**src/inc/ucrd_pkg.sv**
```systemverilog
`default_nettype none

package ucrd_pkg;

  // ****************************************************************
  // Register offsets (byte-wide registers, one per address)
  // ****************************************************************
  localparam logic [3:0] OFF_DIV_LOW = 4'h0;      // Low divisor byte
  localparam logic [3:0] OFF_DIV_HIGH = 4'h1;     // divisor_high_byte
  localparam logic [3:0] OFF_FRAC_DIV = 4'h2;     // fractional_divisor
  localparam logic [3:0] OFF_IRQ_EN = 4'h3;       // Interrupt enable
  localparam logic [3:0] OFF_FIFO_CTL = 4'h4;     // FIFO control
  localparam logic [3:0] OFF_LINE_CTL = 4'h5;     // Line control
  localparam logic [3:0] OFF_MODEM_CTL = 4'h6;    // Modem control
  localparam logic [3:0] OFF_SCRATCH = 4'h7;      // Scratch pad
  localparam logic [3:0] OFF_ENH_FEAT = 4'h8;     // Enhanced feature
  localparam logic [3:0] OFF_RESUME_ONE = 4'h9;   // resume_char_one
  localparam logic [3:0] OFF_RESUME_TWO = 4'hA;   // resume_char_two
  localparam logic [3:0] OFF_STOP_ONE = 4'hB;     // stop_char_one
  localparam logic [3:0] OFF_STOP_TWO = 4'hC;     // stop_char_two
  localparam logic [3:0] OFF_MODEM_STAT = 4'hD;   // modem_status_reg (read only)
  localparam logic [3:0] OFF_IRQ_STAT = 4'hE;     // Interrupt status (read only)
  localparam logic [3:0] OFF_LINE_STAT = 4'hF;    // Line status (read only)

  // ****************************************************************
  // Reset values
  // ****************************************************************
  localparam logic [7:0] RST_DIV_LOW = 8'h01;     // Power-up only
  localparam logic [7:0] RST_DIV_HIGH = 8'h00;    // Power-up only
  localparam logic [7:0] RST_ZERO = 8'h00;        // Most control registers
  localparam logic [7:0] RST_IRQ_STAT = 8'h01;    // No interrupt pending
  localparam logic [7:0] RST_LINE_STAT = 8'h60;   // Transmitter empty
  localparam logic [7:0] RST_SCRATCH = 8'hFF;     // Scratch pad default

  // ****************************************************************
  // Field positions
  // ****************************************************************
  localparam int STAT_DELTA_LSB = 0;              // Change indicators 3:0
  localparam int STAT_LEVEL_LSB = 4;              // Inverted input levels 7:4
  localparam int ENH_EN_BIT = 4;                  // Enhanced write enable
  localparam int MCR_LOOP_BIT = 4;                // Loopback

  // ****************************************************************
  // Timing counts
  // ****************************************************************
  localparam logic [1:0] SYNC_PRIME_COUNT = 2'h3; // Edges before pin changes count

endpackage : ucrd_pkg

`default_nettype wire

```
**src/ucrd_reg8.sv**
```systemverilog
`timescale 1ns/1ps
`default_nettype none

// ****************************************************************
// One byte register with reset default and write enable
// ****************************************************************
module ucrd_reg8 #(
  parameter logic [7:0] RESET_VALUE = 8'h00  // Value under reset
) (
  input wire logic clk,          // Clock
  input wire logic rst,          // Async reset, active high
  input wire logic ce,           // Clock enable
  input wire logic wr_en,        // Write this byte
  input wire logic [7:0] wdata,  // Write data
  output logic [7:0] q           // Stored value
);

  logic [7:0] value_reg;  // Held byte

  // Loads on a write, returns to default on reset
  always_ff @(posedge clk or posedge rst) begin
    if (rst) begin
      value_reg <= RESET_VALUE;
    end else if (ce && wr_en) begin
      value_reg <= wdata;
    end
  end

  assign q = value_reg;

endmodule : ucrd_reg8

`default_nettype wire

```
**src/ucrd_top.sv**
```systemverilog
// Our own choices: the plain strobed port and the register offsets.
`timescale 1ns/1ps
`default_nettype none

// Overview of operation
// RULE1 - Four read/write flow control character registers
// RULE2 - Power-up divisor high 00, low 01
// RULE3 - Reset pin leaves divisor bytes unchanged
// RULE4 - Reset: status deltas zero, levels inverted
// RULE5 - Reset pin restores all other defaults
module ucrd_top (
  input wire logic CLK,             // 200 MHz clock
  input wire logic RST,             // Reset pin, async, active high
  input wire logic POR,             // Power-on reset, async, active high
  input wire logic CE,              // Clock enable, freezes state when low
  input wire logic [3:0] ADDR,      // Register address
  input wire logic [7:0] WDATA,     // Write data
  input wire logic WR,              // Write strobe
  input wire logic RD,              // Read strobe
  output logic [7:0] RDATA,         // Read data, valid cycle after RD
  input wire logic CTS_N,           // Clear to send pin, active low
  input wire logic DSR_N,           // Data set ready pin, active low
  input wire logic RI_N,            // Ring indicator pin, active low
  input wire logic CD_N,            // Carrier detect pin, active low
  output logic [15:0] DIVISOR,      // Integer baud divisor
  output logic [7:0] FRAC_DIVISOR,  // Fractional divisor and sample rate
  output logic [7:0] RESUME_ONE,    // resume_char_one to the flow logic
  output logic [7:0] RESUME_TWO,    // resume_char_two to the flow logic
  output logic [7:0] STOP_ONE,      // stop_char_one to the flow logic
  output logic [7:0] STOP_TWO,      // stop_char_two to the flow logic
  output logic [7:0] ENH_FEATURE    // Enhanced feature byte
);

  // ****************************************************************
  // Input synchronisers for modem pins
  // ****************************************************************
  logic [3:0] modem_meta_reg;   // First stage, read only by second
  logic [3:0] modem_sync_reg;   // Second stage, safe to use
  logic [3:0] modem_prev_reg;   // Last sampled level for change detect
  logic [1:0] prime_cnt_reg;    // Edges since reset, saturates
  logic primed;                 // Sync stages and previous sample are real

  // Two-flop crossing; pins are asynchronous to CLK
  always_ff @(posedge CLK or posedge RST) begin
    if (RST) begin
      modem_meta_reg <= 4'h0;
      modem_sync_reg <= 4'h0;
    end else if (CE) begin
      modem_meta_reg <= {CD_N, RI_N, DSR_N, CTS_N};
      modem_sync_reg <= modem_meta_reg;
    end
  end

  // ****************************************************************
  // Write decode
  // ****************************************************************
  logic wr_any;        // Accepted write
  logic enh_open;      // Enhanced bits writable
  logic [7:0] enh_q;   // Enhanced feature register
  logic [7:0] mcr_q;   // Modem control register

  assign wr_any = WR && !RD;
  assign enh_open = enh_q[ucrd_pkg::ENH_EN_BIT];

  // ****************************************************************
  // Baud divisor latch, power-up only
  // ****************************************************************
  logic [7:0] div_low_reg;   // Low divisor byte
  logic [7:0] div_high_reg;  // divisor_high_byte

  // Only POR touches these; the reset pin is deliberately not in the list
  always_ff @(posedge CLK or posedge POR) begin
    if (POR) begin
      div_low_reg <= ucrd_pkg::RST_DIV_LOW;    // RULE2
      div_high_reg <= ucrd_pkg::RST_DIV_HIGH;  // RULE2
    end else if (CE && wr_any) begin
      // Writes still land while RST is high; RST does not clear them
      if (ADDR == ucrd_pkg::OFF_DIV_LOW) begin  // RULE3
        div_low_reg <= WDATA;
      end
      if (ADDR == ucrd_pkg::OFF_DIV_HIGH) begin  // RULE3
        div_high_reg <= WDATA;
      end
    end
  end

  // ****************************************************************
  // Reset-pin control registers
  // ****************************************************************
  logic [7:0] frac_q;     // fractional_divisor
  logic [7:0] ier_q;      // Interrupt enable
  logic [7:0] fcr_q;      // FIFO control
  logic [7:0] lcr_q;      // Line control
  logic [7:0] spr_q;      // Scratch pad
  logic [7:0] res1_q;     // resume_char_one
  logic [7:0] res2_q;     // resume_char_two
  logic [7:0] stop1_q;    // stop_char_one
  logic [7:0] stop2_q;    // stop_char_two
  logic rst_any;          // Either reset source

  // Power-up also restores every reset-pin default except the modem sync stages
  assign rst_any = RST | POR;

  // Fractional divisor is guarded by the enhanced enable bit
  ucrd_reg8 #(.RESET_VALUE(ucrd_pkg::RST_ZERO)) u_frac (  // RULE5
    .clk(CLK),
    .rst(rst_any),
    .ce(CE),
    .wr_en(wr_any && enh_open && ADDR == ucrd_pkg::OFF_FRAC_DIV),
    .wdata(WDATA),
    .q(frac_q)
  );
  ucrd_reg8 #(.RESET_VALUE(ucrd_pkg::RST_ZERO)) u_ier (  // RULE5
    .clk(CLK),
    .rst(rst_any),
    .ce(CE),
    .wr_en(wr_any && ADDR == ucrd_pkg::OFF_IRQ_EN),
    .wdata(WDATA),
    .q(ier_q)
  );
  ucrd_reg8 #(.RESET_VALUE(ucrd_pkg::RST_ZERO)) u_fcr (  // RULE5
    .clk(CLK),
    .rst(rst_any),
    .ce(CE),
    .wr_en(wr_any && ADDR == ucrd_pkg::OFF_FIFO_CTL),
    .wdata(WDATA),
    .q(fcr_q)
  );
  ucrd_reg8 #(.RESET_VALUE(ucrd_pkg::RST_ZERO)) u_lcr (  // RULE5
    .clk(CLK),
    .rst(rst_any),
    .ce(CE),
    .wr_en(wr_any && ADDR == ucrd_pkg::OFF_LINE_CTL),
    .wdata(WDATA),
    .q(lcr_q)
  );
  ucrd_reg8 #(.RESET_VALUE(ucrd_pkg::RST_ZERO)) u_mcr (  // RULE5
    .clk(CLK),
    .rst(rst_any),
    .ce(CE),
    .wr_en(wr_any && ADDR == ucrd_pkg::OFF_MODEM_CTL),
    .wdata(WDATA),
    .q(mcr_q)
  );
  ucrd_reg8 #(.RESET_VALUE(ucrd_pkg::RST_SCRATCH)) u_spr (  // RULE5
    .clk(CLK),
    .rst(rst_any),
    .ce(CE),
    .wr_en(wr_any && ADDR == ucrd_pkg::OFF_SCRATCH),
    .wdata(WDATA),
    .q(spr_q)
  );
  ucrd_reg8 #(.RESET_VALUE(ucrd_pkg::RST_ZERO)) u_efr (  // RULE5
    .clk(CLK),
    .rst(rst_any),
    .ce(CE),
    .wr_en(wr_any && ADDR == ucrd_pkg::OFF_ENH_FEAT),
    .wdata(WDATA),
    .q(enh_q)
  );

  // Flow control characters, plain read/write bytes
  ucrd_reg8 #(.RESET_VALUE(ucrd_pkg::RST_ZERO)) u_res1 (  // RULE1 RULE5
    .clk(CLK),
    .rst(rst_any),
    .ce(CE),
    .wr_en(wr_any && ADDR == ucrd_pkg::OFF_RESUME_ONE),
    .wdata(WDATA),
    .q(res1_q)
  );
  ucrd_reg8 #(.RESET_VALUE(ucrd_pkg::RST_ZERO)) u_res2 (  // RULE1 RULE5
    .clk(CLK),
    .rst(rst_any),
    .ce(CE),
    .wr_en(wr_any && ADDR == ucrd_pkg::OFF_RESUME_TWO),
    .wdata(WDATA),
    .q(res2_q)
  );
  ucrd_reg8 #(.RESET_VALUE(ucrd_pkg::RST_ZERO)) u_stop1 (  // RULE1 RULE5
    .clk(CLK),
    .rst(rst_any),
    .ce(CE),
    .wr_en(wr_any && ADDR == ucrd_pkg::OFF_STOP_ONE),
    .wdata(WDATA),
    .q(stop1_q)
  );
  ucrd_reg8 #(.RESET_VALUE(ucrd_pkg::RST_ZERO)) u_stop2 (  // RULE1 RULE5
    .clk(CLK),
    .rst(rst_any),
    .ce(CE),
    .wr_en(wr_any && ADDR == ucrd_pkg::OFF_STOP_TWO),
    .wdata(WDATA),
    .q(stop2_q)
  );

  // ****************************************************************
  // Modem status register
  // ****************************************************************
  logic [3:0] stat_delta_reg;  // Sticky change indicators
  logic [3:0] stat_level;      // Inverted live levels
  logic [3:0] stat_change;     // Edge seen this cycle
  logic stat_read;             // Read clears the indicators

  // Upper nibble is the inverted pin level, never stored
  assign stat_level = ~modem_sync_reg;  // RULE4
  assign primed = (prime_cnt_reg == ucrd_pkg::SYNC_PRIME_COUNT);
  assign stat_change = primed ? (modem_sync_reg ^ modem_prev_reg) : 4'h0;  // RULE4
  assign stat_read = RD && !WR && ADDR == ucrd_pkg::OFF_MODEM_STAT;

  // Previous level tracker; the sync stages hold reset zeros, not pin levels,
  // for two edges, so nothing is compared until both stages are real
  always_ff @(posedge CLK or posedge rst_any) begin
    if (rst_any) begin
      modem_prev_reg <= 4'h0;
      prime_cnt_reg <= 2'h0;
    end else if (CE) begin
      modem_prev_reg <= modem_sync_reg;
      if (!primed) begin
        prime_cnt_reg <= prime_cnt_reg + 2'h1;
      end
    end
  end

  // Indicators clear on reset and on read; a new change beats the read
  always_ff @(posedge CLK or posedge rst_any) begin
    if (rst_any) begin
      stat_delta_reg <= 4'h0;  // RULE4
    end else if (CE) begin
      stat_delta_reg <= (stat_read ? 4'h0 : stat_delta_reg) | stat_change;
    end
  end

  // ****************************************************************
  // Read port, data one cycle after the strobe
  // ****************************************************************
  logic [7:0] rd_mux;  // Selected byte

  // Unmapped addresses cannot occur: all sixteen are used
  always_comb begin
    case (ADDR)
      ucrd_pkg::OFF_DIV_LOW: rd_mux = div_low_reg;
      ucrd_pkg::OFF_DIV_HIGH: rd_mux = div_high_reg;
      ucrd_pkg::OFF_FRAC_DIV: rd_mux = frac_q;
      ucrd_pkg::OFF_IRQ_EN: rd_mux = ier_q;
      ucrd_pkg::OFF_FIFO_CTL: rd_mux = fcr_q;
      ucrd_pkg::OFF_LINE_CTL: rd_mux = lcr_q;
      ucrd_pkg::OFF_MODEM_CTL: rd_mux = mcr_q;
      ucrd_pkg::OFF_SCRATCH: rd_mux = spr_q;
      ucrd_pkg::OFF_ENH_FEAT: rd_mux = enh_q;
      ucrd_pkg::OFF_RESUME_ONE: rd_mux = res1_q;  // RULE1
      ucrd_pkg::OFF_RESUME_TWO: rd_mux = res2_q;  // RULE1
      ucrd_pkg::OFF_STOP_ONE: rd_mux = stop1_q;   // RULE1
      ucrd_pkg::OFF_STOP_TWO: rd_mux = stop2_q;   // RULE1
      ucrd_pkg::OFF_MODEM_STAT: rd_mux = {stat_level, stat_delta_reg};  // RULE4
      ucrd_pkg::OFF_IRQ_STAT: rd_mux = ucrd_pkg::RST_IRQ_STAT;
      ucrd_pkg::OFF_LINE_STAT: rd_mux = ucrd_pkg::RST_LINE_STAT;
      default: rd_mux = 8'h00;
    endcase
  end

  // Read data register; holds zero outside the answer cycle
  always_ff @(posedge CLK or posedge rst_any) begin
    if (rst_any) begin
      RDATA <= 8'h00;
    end else if (CE) begin
      RDATA <= (RD && !WR) ? rd_mux : 8'h00;
    end
  end

  // ****************************************************************
  // Configuration outputs
  // ****************************************************************
  assign DIVISOR = {div_high_reg, div_low_reg};
  assign FRAC_DIVISOR = frac_q;
  assign RESUME_ONE = res1_q;
  assign RESUME_TWO = res2_q;
  assign STOP_ONE = stop1_q;
  assign STOP_TWO = stop2_q;
  assign ENH_FEATURE = enh_q;

endmodule : ucrd_top

`default_nettype wire

```
**config.mk**
```make
export PLATFORM = sky130hd
export DESIGN_NAME = ucrd_top
export DESIGN_NICKNAME = d
export VERILOG_FILES = /design/src/inc/ucrd_pkg.sv /design/src/ucrd_reg8.sv /design/src/ucrd_top.sv
export SDC_FILE = /design/constraint.sdc
export NUM_CORES = 1
export LEC_CHECK = 0
export BUFFER_PORTS_ARGS = -buffer_cell sky130_fd_sc_hd__buf_2
export CAP_MARGIN = 25
export CORE_UTILIZATION = 45
export DETAILED_ROUTE_END_ITERATION = 10
export GPL_ROUTABILITY_DRIVEN = 0
export PLACE_DENSITY = 0.66
export SLEW_MARGIN = 40
export SYNTH_ARGS = -nofsm -noshare
export SYNTH_HDL_FRONTEND = slang
export SYNTH_HIERARCHICAL = 1
export SYNTH_SLANG_ARGS = --single-unit
```
**constraint.sdc**
```tcl
create_clock -name CLK -period 2.6 [get_ports CLK]
set_input_delay 0.13 -clock CLK [delete_from_list [all_inputs] [get_ports CLK]]
set_output_delay 0.13 -clock CLK [all_outputs]
set_load 0.1 [all_outputs]
```
==> metrics.yaml, run 1 <==
rsz0062_at_grt: "false"
die_y_um: 119.0
regArea_mm2: 0.003264
maxCapViolations: 0
drc_errors: 0
endpoint_kind: "flop"
finalSetupViolCount: 0
cp_max_fo: 17
path_class: "primary input to flop"
path_buf_inv: 1
tns_ps: 0
layout_min_cycle_time_ps: 1629
fin_skew_ps: 9.191
ys.warnings.count: 6
cts-root-buf: "clkbuf_16"
drt_iter0_markers: 365
leakage_nw: 3.664
crit-reg2reg-launch: "u_efr/q[4]"
clkSlewWorstSetupHoldPaths_ps: 50
postRouteAntennaNets: 0
insertedDiodeCount: 0
wl_per_cell_um: 22.14
ys_ff_latch: 130
final_area_mm2: 0.007388
slowest_stage: "nor2b_1"
htree_num_levels: 4
rows: 42
first_pass_iters: 5
vias: 4596
crit_start: "ADDR[2]"
avgSynthCellArea_um2: 12.29
status: "complete, no violations"
dpl_cell_area_mm2: 0.006754
clock.fmax_mhz: 613.8
slew_headroom_pct: 57.54
synth_edf_count: 0
area_growth_pct: 19.95
syn_inst: 501
io_buffers: 93
mappedNetlistNets: 524
grt_antenna_before_repair: 0
max_slew.worst_pin.slew_ps: 635.6
ir_worst_vdd_mv: 0.5022
cp_top_family: "simple AND/OR/NAND/NOR gates"
globalRouteTotalUtil_pct: 26.10
grt_pass1_wl_um: 27370
async_flop_share_pct: 100.0
cts_made_buffers: 17
start_util_pct: 46.33
clock-sinks: 130
yosys.cell_types.count: 55
hpwl_um: 12340
core_area_mm2: 0.01330
hp-class: "primary input to asynchronous set/reset pin"
cp-start-kind: "primary input"
timing_max_transition_violations_final: 0
cts.path.max_buffers: 2
io_pins: 94
grt_max_degree: 33
cts_tree: "built"
cpPeakStageDelay_ps: 560
multi_input_area_mm2: 0.002669
clkLatencyLatePin_ps: 420
grt_pass1_vias: 4697
viasPerCell: 5.818
post-route-period-util_pct: 62.66
fillers: 1153
cp.required_ps: 2890
cts_setup_buffers: 0
drive_gt1_share_pct: 43.65
die_w_um: 119.0
layout.nets: 625
dieArea_mm2: 0.01416
cts_resized: 0
cts_hold_buf: 6
crit_chain: "buf_2 > nor2b_1 > nand2_1 > nor3_1 > nand2_2 > mux2_2"
overflow: 0
synth-seq-area-share_pct: 53.00
hold_violations: 0
worst_ep_arrival_time_ps: 1920
synth_flop_cell: "dfrtp_1"
cellPowerDensity_mw_per_mm2: 887.4
totalWireLength_um: 17490
syn-cell-area_mm2: 0.006160
==> worst register-to-register path, stage by stage (launching register included) <==
cell and delay (ps):
dfrtp_1 380, inv_1 100, nor4_1 350, nand2_2 240, mux2_2 340
==> cell usage after synthesis (2+ instances only) <==
master	count	area (um^2)
a211o_1	5	43.79
o21ai_2	4	35.03
nor3b_1	3	22.52
or2_2	2	12.51
a21oi_1	10	50.05
nor2_1	14	52.55
dfrtp_1	121	3028
nand3_1	3	15.01
xnor2_1	4	35.03
nor2b_1	7	43.79
inv_1	26	97.59
mux2_1	3	33.78
dfstp_2	9	236.5
and2_1	2	12.51
a211oi_1	5	37.54
mux2i_1	17	170.2
a22oi_1	14	105.1
nor3_1	8	40.04
o221ai_1	3	26.28
o21ai_1	4	20.02
nand2b_1	6	37.54
a32oi_1	5	43.79
nand2_2	12	75.07
buf_2	10	50.05
mux2_2	113	1272
clkbuf_1	5	18.77
nand4_1	3	18.77
buf_4	3	22.52
nand2_1	25	93.84
o21ai_0	17	85.08
o22ai_1	9	56.30
buf_6	3	33.78
a31oi_1	4	25.02
==> stage by stage <==
stage	power (mW)	hold WS, ps	util (%)	std cells	setup WS [ps]
after CTS	6.587	206.8	55.57	790	1011
after global placement	4.223	88.89	50.80	753	631.4
after detailed placement	4.261	96.46	50.80	753	600.8
after floorplan	3.868	-54.34	-	501	638.8
after global routing	6.777	225.9	55.57	790	851.4
final	6.556	219.5	55.57	790	970.9
==> cells in the final DEF (no fill, tap or decap), types with 2 or more instances in the layout <==
| cell type | instances |
|---|---|
| dfrtp_1 | 121 |
| mux2_2 | 113 |
| buf_2 | 93 |
| inv_1 | 26 |
| nand2_1 | 25 |
| mux2i_1 | 17 |
| o21ai_0 | 17 |
| clkbuf_16 | 17 |
| nor2_1 | 14 |
| a22oi_1 | 14 |
| nand2_2 | 12 |
| a21oi_1 | 10 |
| o22ai_1 | 9 |
| dfstp_2 | 9 |
| nor3_1 | 8 |
| nor2b_1 | 7 |
| nand2b_1 | 6 |
| dlygate4sd3_1 | 6 |
| a211o_1 | 5 |
| a211oi_1 | 5 |
| a32oi_1 | 5 |
| clkbuf_1 | 5 |
| buf_4 | 5 |
| a31oi_1 | 4 |
| xnor2_1 | 4 |
| o21ai_2 | 4 |
| o21ai_1 | 4 |
| clkbuf_8 | 4 |
| nand4_1 | 3 |
| nor3b_1 | 3 |
| o221ai_1 | 3 |
| mux2_1 | 3 |
| nand3_1 | 3 |
| clkinv_2 | 3 |
| and2_1 | 2 |
| or2_2 | 2 |
| bufinv_16 | 2 |
==> power breakdown <==
part	internal [mW]	leakage (nW)	total (mW)	switching, mW
clock	1.50	0.284	2.32	0.814
combinational	0.394	1.69	1.69	1.30
sequential	2.32	1.69	2.55	0.229
==> metal layers <==
metal	track usage [%]	wire, um	vias to the layer above
li1	-	-	2029
met1	33.97	7800	2398
met2	42.88	8456	146
met3	5.603	910	23
met4	9.256	323	0
met5	0	0	-
==> kinds of logic after synthesis <==
family | Yosys count | share of synthesized area, %
multiplexers | 133 | 23.97
adder cells (fa/ha/maj) | 1 | 0.2031
AO/OA/AOI/OAI | 89 | 9.913
AND/OR/NAND/NOR | 95 | 8.531
flip-flops | 130 | 53.00
buffers and inverters | 48 | 3.677
XOR/XNOR | 5 | 0.7109
==> cell type report <==
cell class / count / share of cell area (%)
Timing Repair Buffer: 104 / 7.621
Sequential cell: 130 / 44.18
Multi-Input combinational cell: 323 / 36.12
Clock inverter: 5 / 1.016
Tap cell: 176 / 2.981
Inverter: 26 / 1.321
Clock buffer: 26 / 6.757
==> worst paths after layout <==
| path | endpoint | slack, ps | cells after the start |
|---|---|---|---|
| hold reg to reg | modem_sync_reg[1] | 500 | 2 |
| hold / removal | modem_meta_reg[2] | 220 | 3 |
| min in group CLK | div_high_reg[5] | 220 | 2 |
| setup reg to reg | u_frac/q[6] | 1070 | 4 |
| setup / recovery | u_efr/q[7] | 970 | 6 |
| max in group asynchronous | u_spr/q[6] | 1340 | 6 |
No activity file was read; power rests on OpenSTA's default activity.
==> run 2, diff against run 1 <==
==> constraint.sdc (replaced) <==
create_clock -name CLK -period 1.5 [get_ports CLK]
set_input_delay 0.075 -clock CLK [delete_from_list [all_inputs] [get_ports CLK]]
set_output_delay 0.075 -clock CLK [all_outputs]
set_load 0.1 [all_outputs]
==> run 2 against run 1 <==
Flip-flop and latch count unchanged; non-clock buffer count up 39; worst setup slack worse by 940 ps; hold slack worse by 37 ps; first-iteration DRC count up 9.0%; critical path depth down 1; count of clock-buffer cells in the layout down 6; power up 87%; via count up 3.5%; sequential share of layout area down 2.2 points; combinational power up 80%; wire length up 4.0%.
==> metrics.yaml, run 2 (synthesized netlist as in run 1, its figures left out) <==
cts_made_buffers: 17  # unchanged
die_w_um: 119.0  # unchanged
hold_violations: 0  # unchanged
whs_ps: 182.5  # was 219.5 ps
fillers: 1084  # was 1153
layout_min_cycle_time_ps: 1464
rsz0062_at_grt: "false"  # unchanged
slew_headroom_pct: 60.23  # was 57.54%
drt_iter0_markers: 398  # was 365
cts_tree: "built"  # unchanged
grt_pass1_vias: 4858  # was 4697
io_pins: 94  # unchanged
timing_max_transition_violations_final: 0  # unchanged
ir_worst_vdd_mv: 0.8048  # was 0.5022 mV
drive_gt1_share_pct: 54.74  # was 43.65%
r2r_cells: 5  # was 4
rows: 42  # unchanged
overflow: 0  # unchanged
layout.nets: 664  # was 625
vias: 4757  # was 4596
insertedDiodeCount: 0  # unchanged
drc_errors: 0  # unchanged
grt_max_degree: 20  # was 33
htree_num_levels: 4  # unchanged
pwr-share-seq_pct: 36.2  # was 38.9%
start_util_pct: 46.33  # unchanged
clkLatencyLatePin_ps: 420  # about the same
grt_antenna_before_repair: 0  # unchanged
clock-sinks: 130  # unchanged
core_area_mm2: 0.01330  # unchanged
cellPowerDensity_mw_per_mm2: 1552  # was 887.4 mW/mm^2
p_int_mw: 8.059  # was 4.215 mW
wl_per_cell_um: 21.91  # was 22.14 um
die_y_um: 119.0  # unchanged
cts.path.max_buffers: 2  # unchanged
dieArea_mm2: 0.01416  # unchanged
viasPerCell: 5.731  # was 5.818
totalWireLength_um: 18190  # was 17490 um
finalSetupViolCount: 0  # unchanged
postRouteAntennaNets: 0  # unchanged
most-common-layout-cells: "113 x mux2_2, 92 x buf_2, 79 x dfrtp_1"  # was 121 x dfrtp_1, 113 x mux2_2, 93 x buf_2
leakage_nw: 3.851  # was 3.664 nW
cts-root-buf: "clkbuf_16"  # unchanged
power_switching_mw: 4.213  # was 2.341 mW
cp.required_ps: 1780  # was 2890 ps
clock.fmax_mhz: 683.0
switching_share_pct: 34.33  # was 35.71%
final_common_cell: "mux2_2"  # was dfrtp_1
first_pass_iters: 5  # unchanged
status: "complete, no violations"  # unchanged
cts_setup_buffers: 0  # unchanged
post-route-period-util_pct: 97.61
globalRouteTotalUtil_pct: 27.16  # was 26.10%
max_slew.worst_pin.slew_ps: 595.9  # was 635.6 ps
cp-start-kind: "flop"  # was primary input
maxCapViolations: 0  # unchanged
worst_ep_arrival_time_ps: 1750  # was 1920 ps
endpoint_kind: "flop"  # unchanged
total_power_mw: 12.27  # was 6.556 mW
grt_pass1_wl_um: 28160  # was 27370 um
io_buffers: 93  # unchanged
hp-class: "primary input to asynchronous set/reset pin"  # unchanged
path_class: "flop to flop"  # was primary input to flop
clkSlewWorstSetupHoldPaths_ps: 60  # was 50 ps
pwr-share-clk_pct: 38.9  # was 35.3%
fin_skew_ps: 16.05  # was 9.191 ps
cp_max_fo: 3  # was 17
p_comb_share_pct: 24.9  # was 25.8%
hpwl_um: 13320  # was 12340 um
area_growth_pct: 28.36  # was 19.95%
[run 2: cell count changes in the layout (fill, tap and decap cells not counted), moves of 4 or more]
| cell | delta |
|---|---|
| dfrtp_1 | -42 |
| dfrtp_2 | +40 |
| buf_4 | +37 |
| clkbuf_1 | -5 |
| bufinv_16 | +4 |
[run 2: worst paths after layout]
kind / slack, ps / to / from
max reg2reg: 40 / RDATA[4] / u_efr/q[4]
min in group CLK: 200 / u_spr/q[6] / WDATA[6]
min reg2reg: 480 / prime_cnt_reg[0] / prime_cnt_reg[0]
min: 180 / modem_sync_reg[1] / RST
max in group asynchronous: 390 / u_frac/q[6] / POR
max: 40 / RDATA[4] / u_efr/q[4]
[run 2: final cells by class]
class / count / area (um^2) / share of cell area (%)
flip-flops and latches: 130 / 3322 / 42.02
well taps: 176 / 220.2 / 2.785
clock buffers: 20 / 466.7 / 5.903
inverters: 26 / 97.59 / 1.234
clock inverters: 12 / 226.5 / 2.864
multi-input cells: 323 / 2690 / 34.02
repair buffers: 143 / 883.3 / 11.17
[run 2: power groups by stage]
| stage | clock network (mW) | registers [mW] | logic, mW |
|---|---|---|---|
| finish | 4.77 | 4.45 | 3.05 |
| global route | 5.02 | 4.50 | 3.19 |
| CTS | 4.86 | 4.44 | 3.04 |
| detailed placement | 0 | 4.50 | 3.03 |
| global placement | 0 | 4.46 | 2.98 |
| floorplan | 0 | 5.90 | 0.838 |
[run 2: layer usage]
layer / vias to the layer above / share of wire (%) / routed length, um / GRT usage, %
met5: - / 0 / 0 / 0
met4: 0 / 3.3 / 604 / 12.34
met3: 36 / 5.8 / 1061 / 6.274
met2: 210 / 46 / 8412 / 40.92
met1: 2410 / 45 / 8108 / 37.20
li1: 2101 / - / - / -
[run 2: through the flow]
step / std cells / setup WS, ps / cell area (um^2) / utilization, % / setup TNS [ps]
after floorplan: 501 / -28.69 / 6243 / - / -227.9
after global placement: 792 / -76.74 / 7141 / 53.71 / -2182
after detailed placement: 792 / -110.3 / 7141 / 53.71 / -4054
after CTS: 830 / 8.957 / 7894 / 59.37 / 0
after global routing: 830 / 0.5529 / 7906 / 59.47 / 0
final: 830 / 35.82 / 7906 / 59.47 / 0
[run 2: worst max-delay path, cell delays in order (launching register included)]
cell      delay [ps]
dfrtp_4          480
inv_2            110
a21oi_1           90
a211oi_1         390
a2111o_1         180
o221ai_1         100
[run 2: timing repair]
action	in CTS	in global routing
setup endpoints to repair	0	3
gates resized for setup	0	3
hold buffers	6	0
endpoints found under the hold margin	45	0
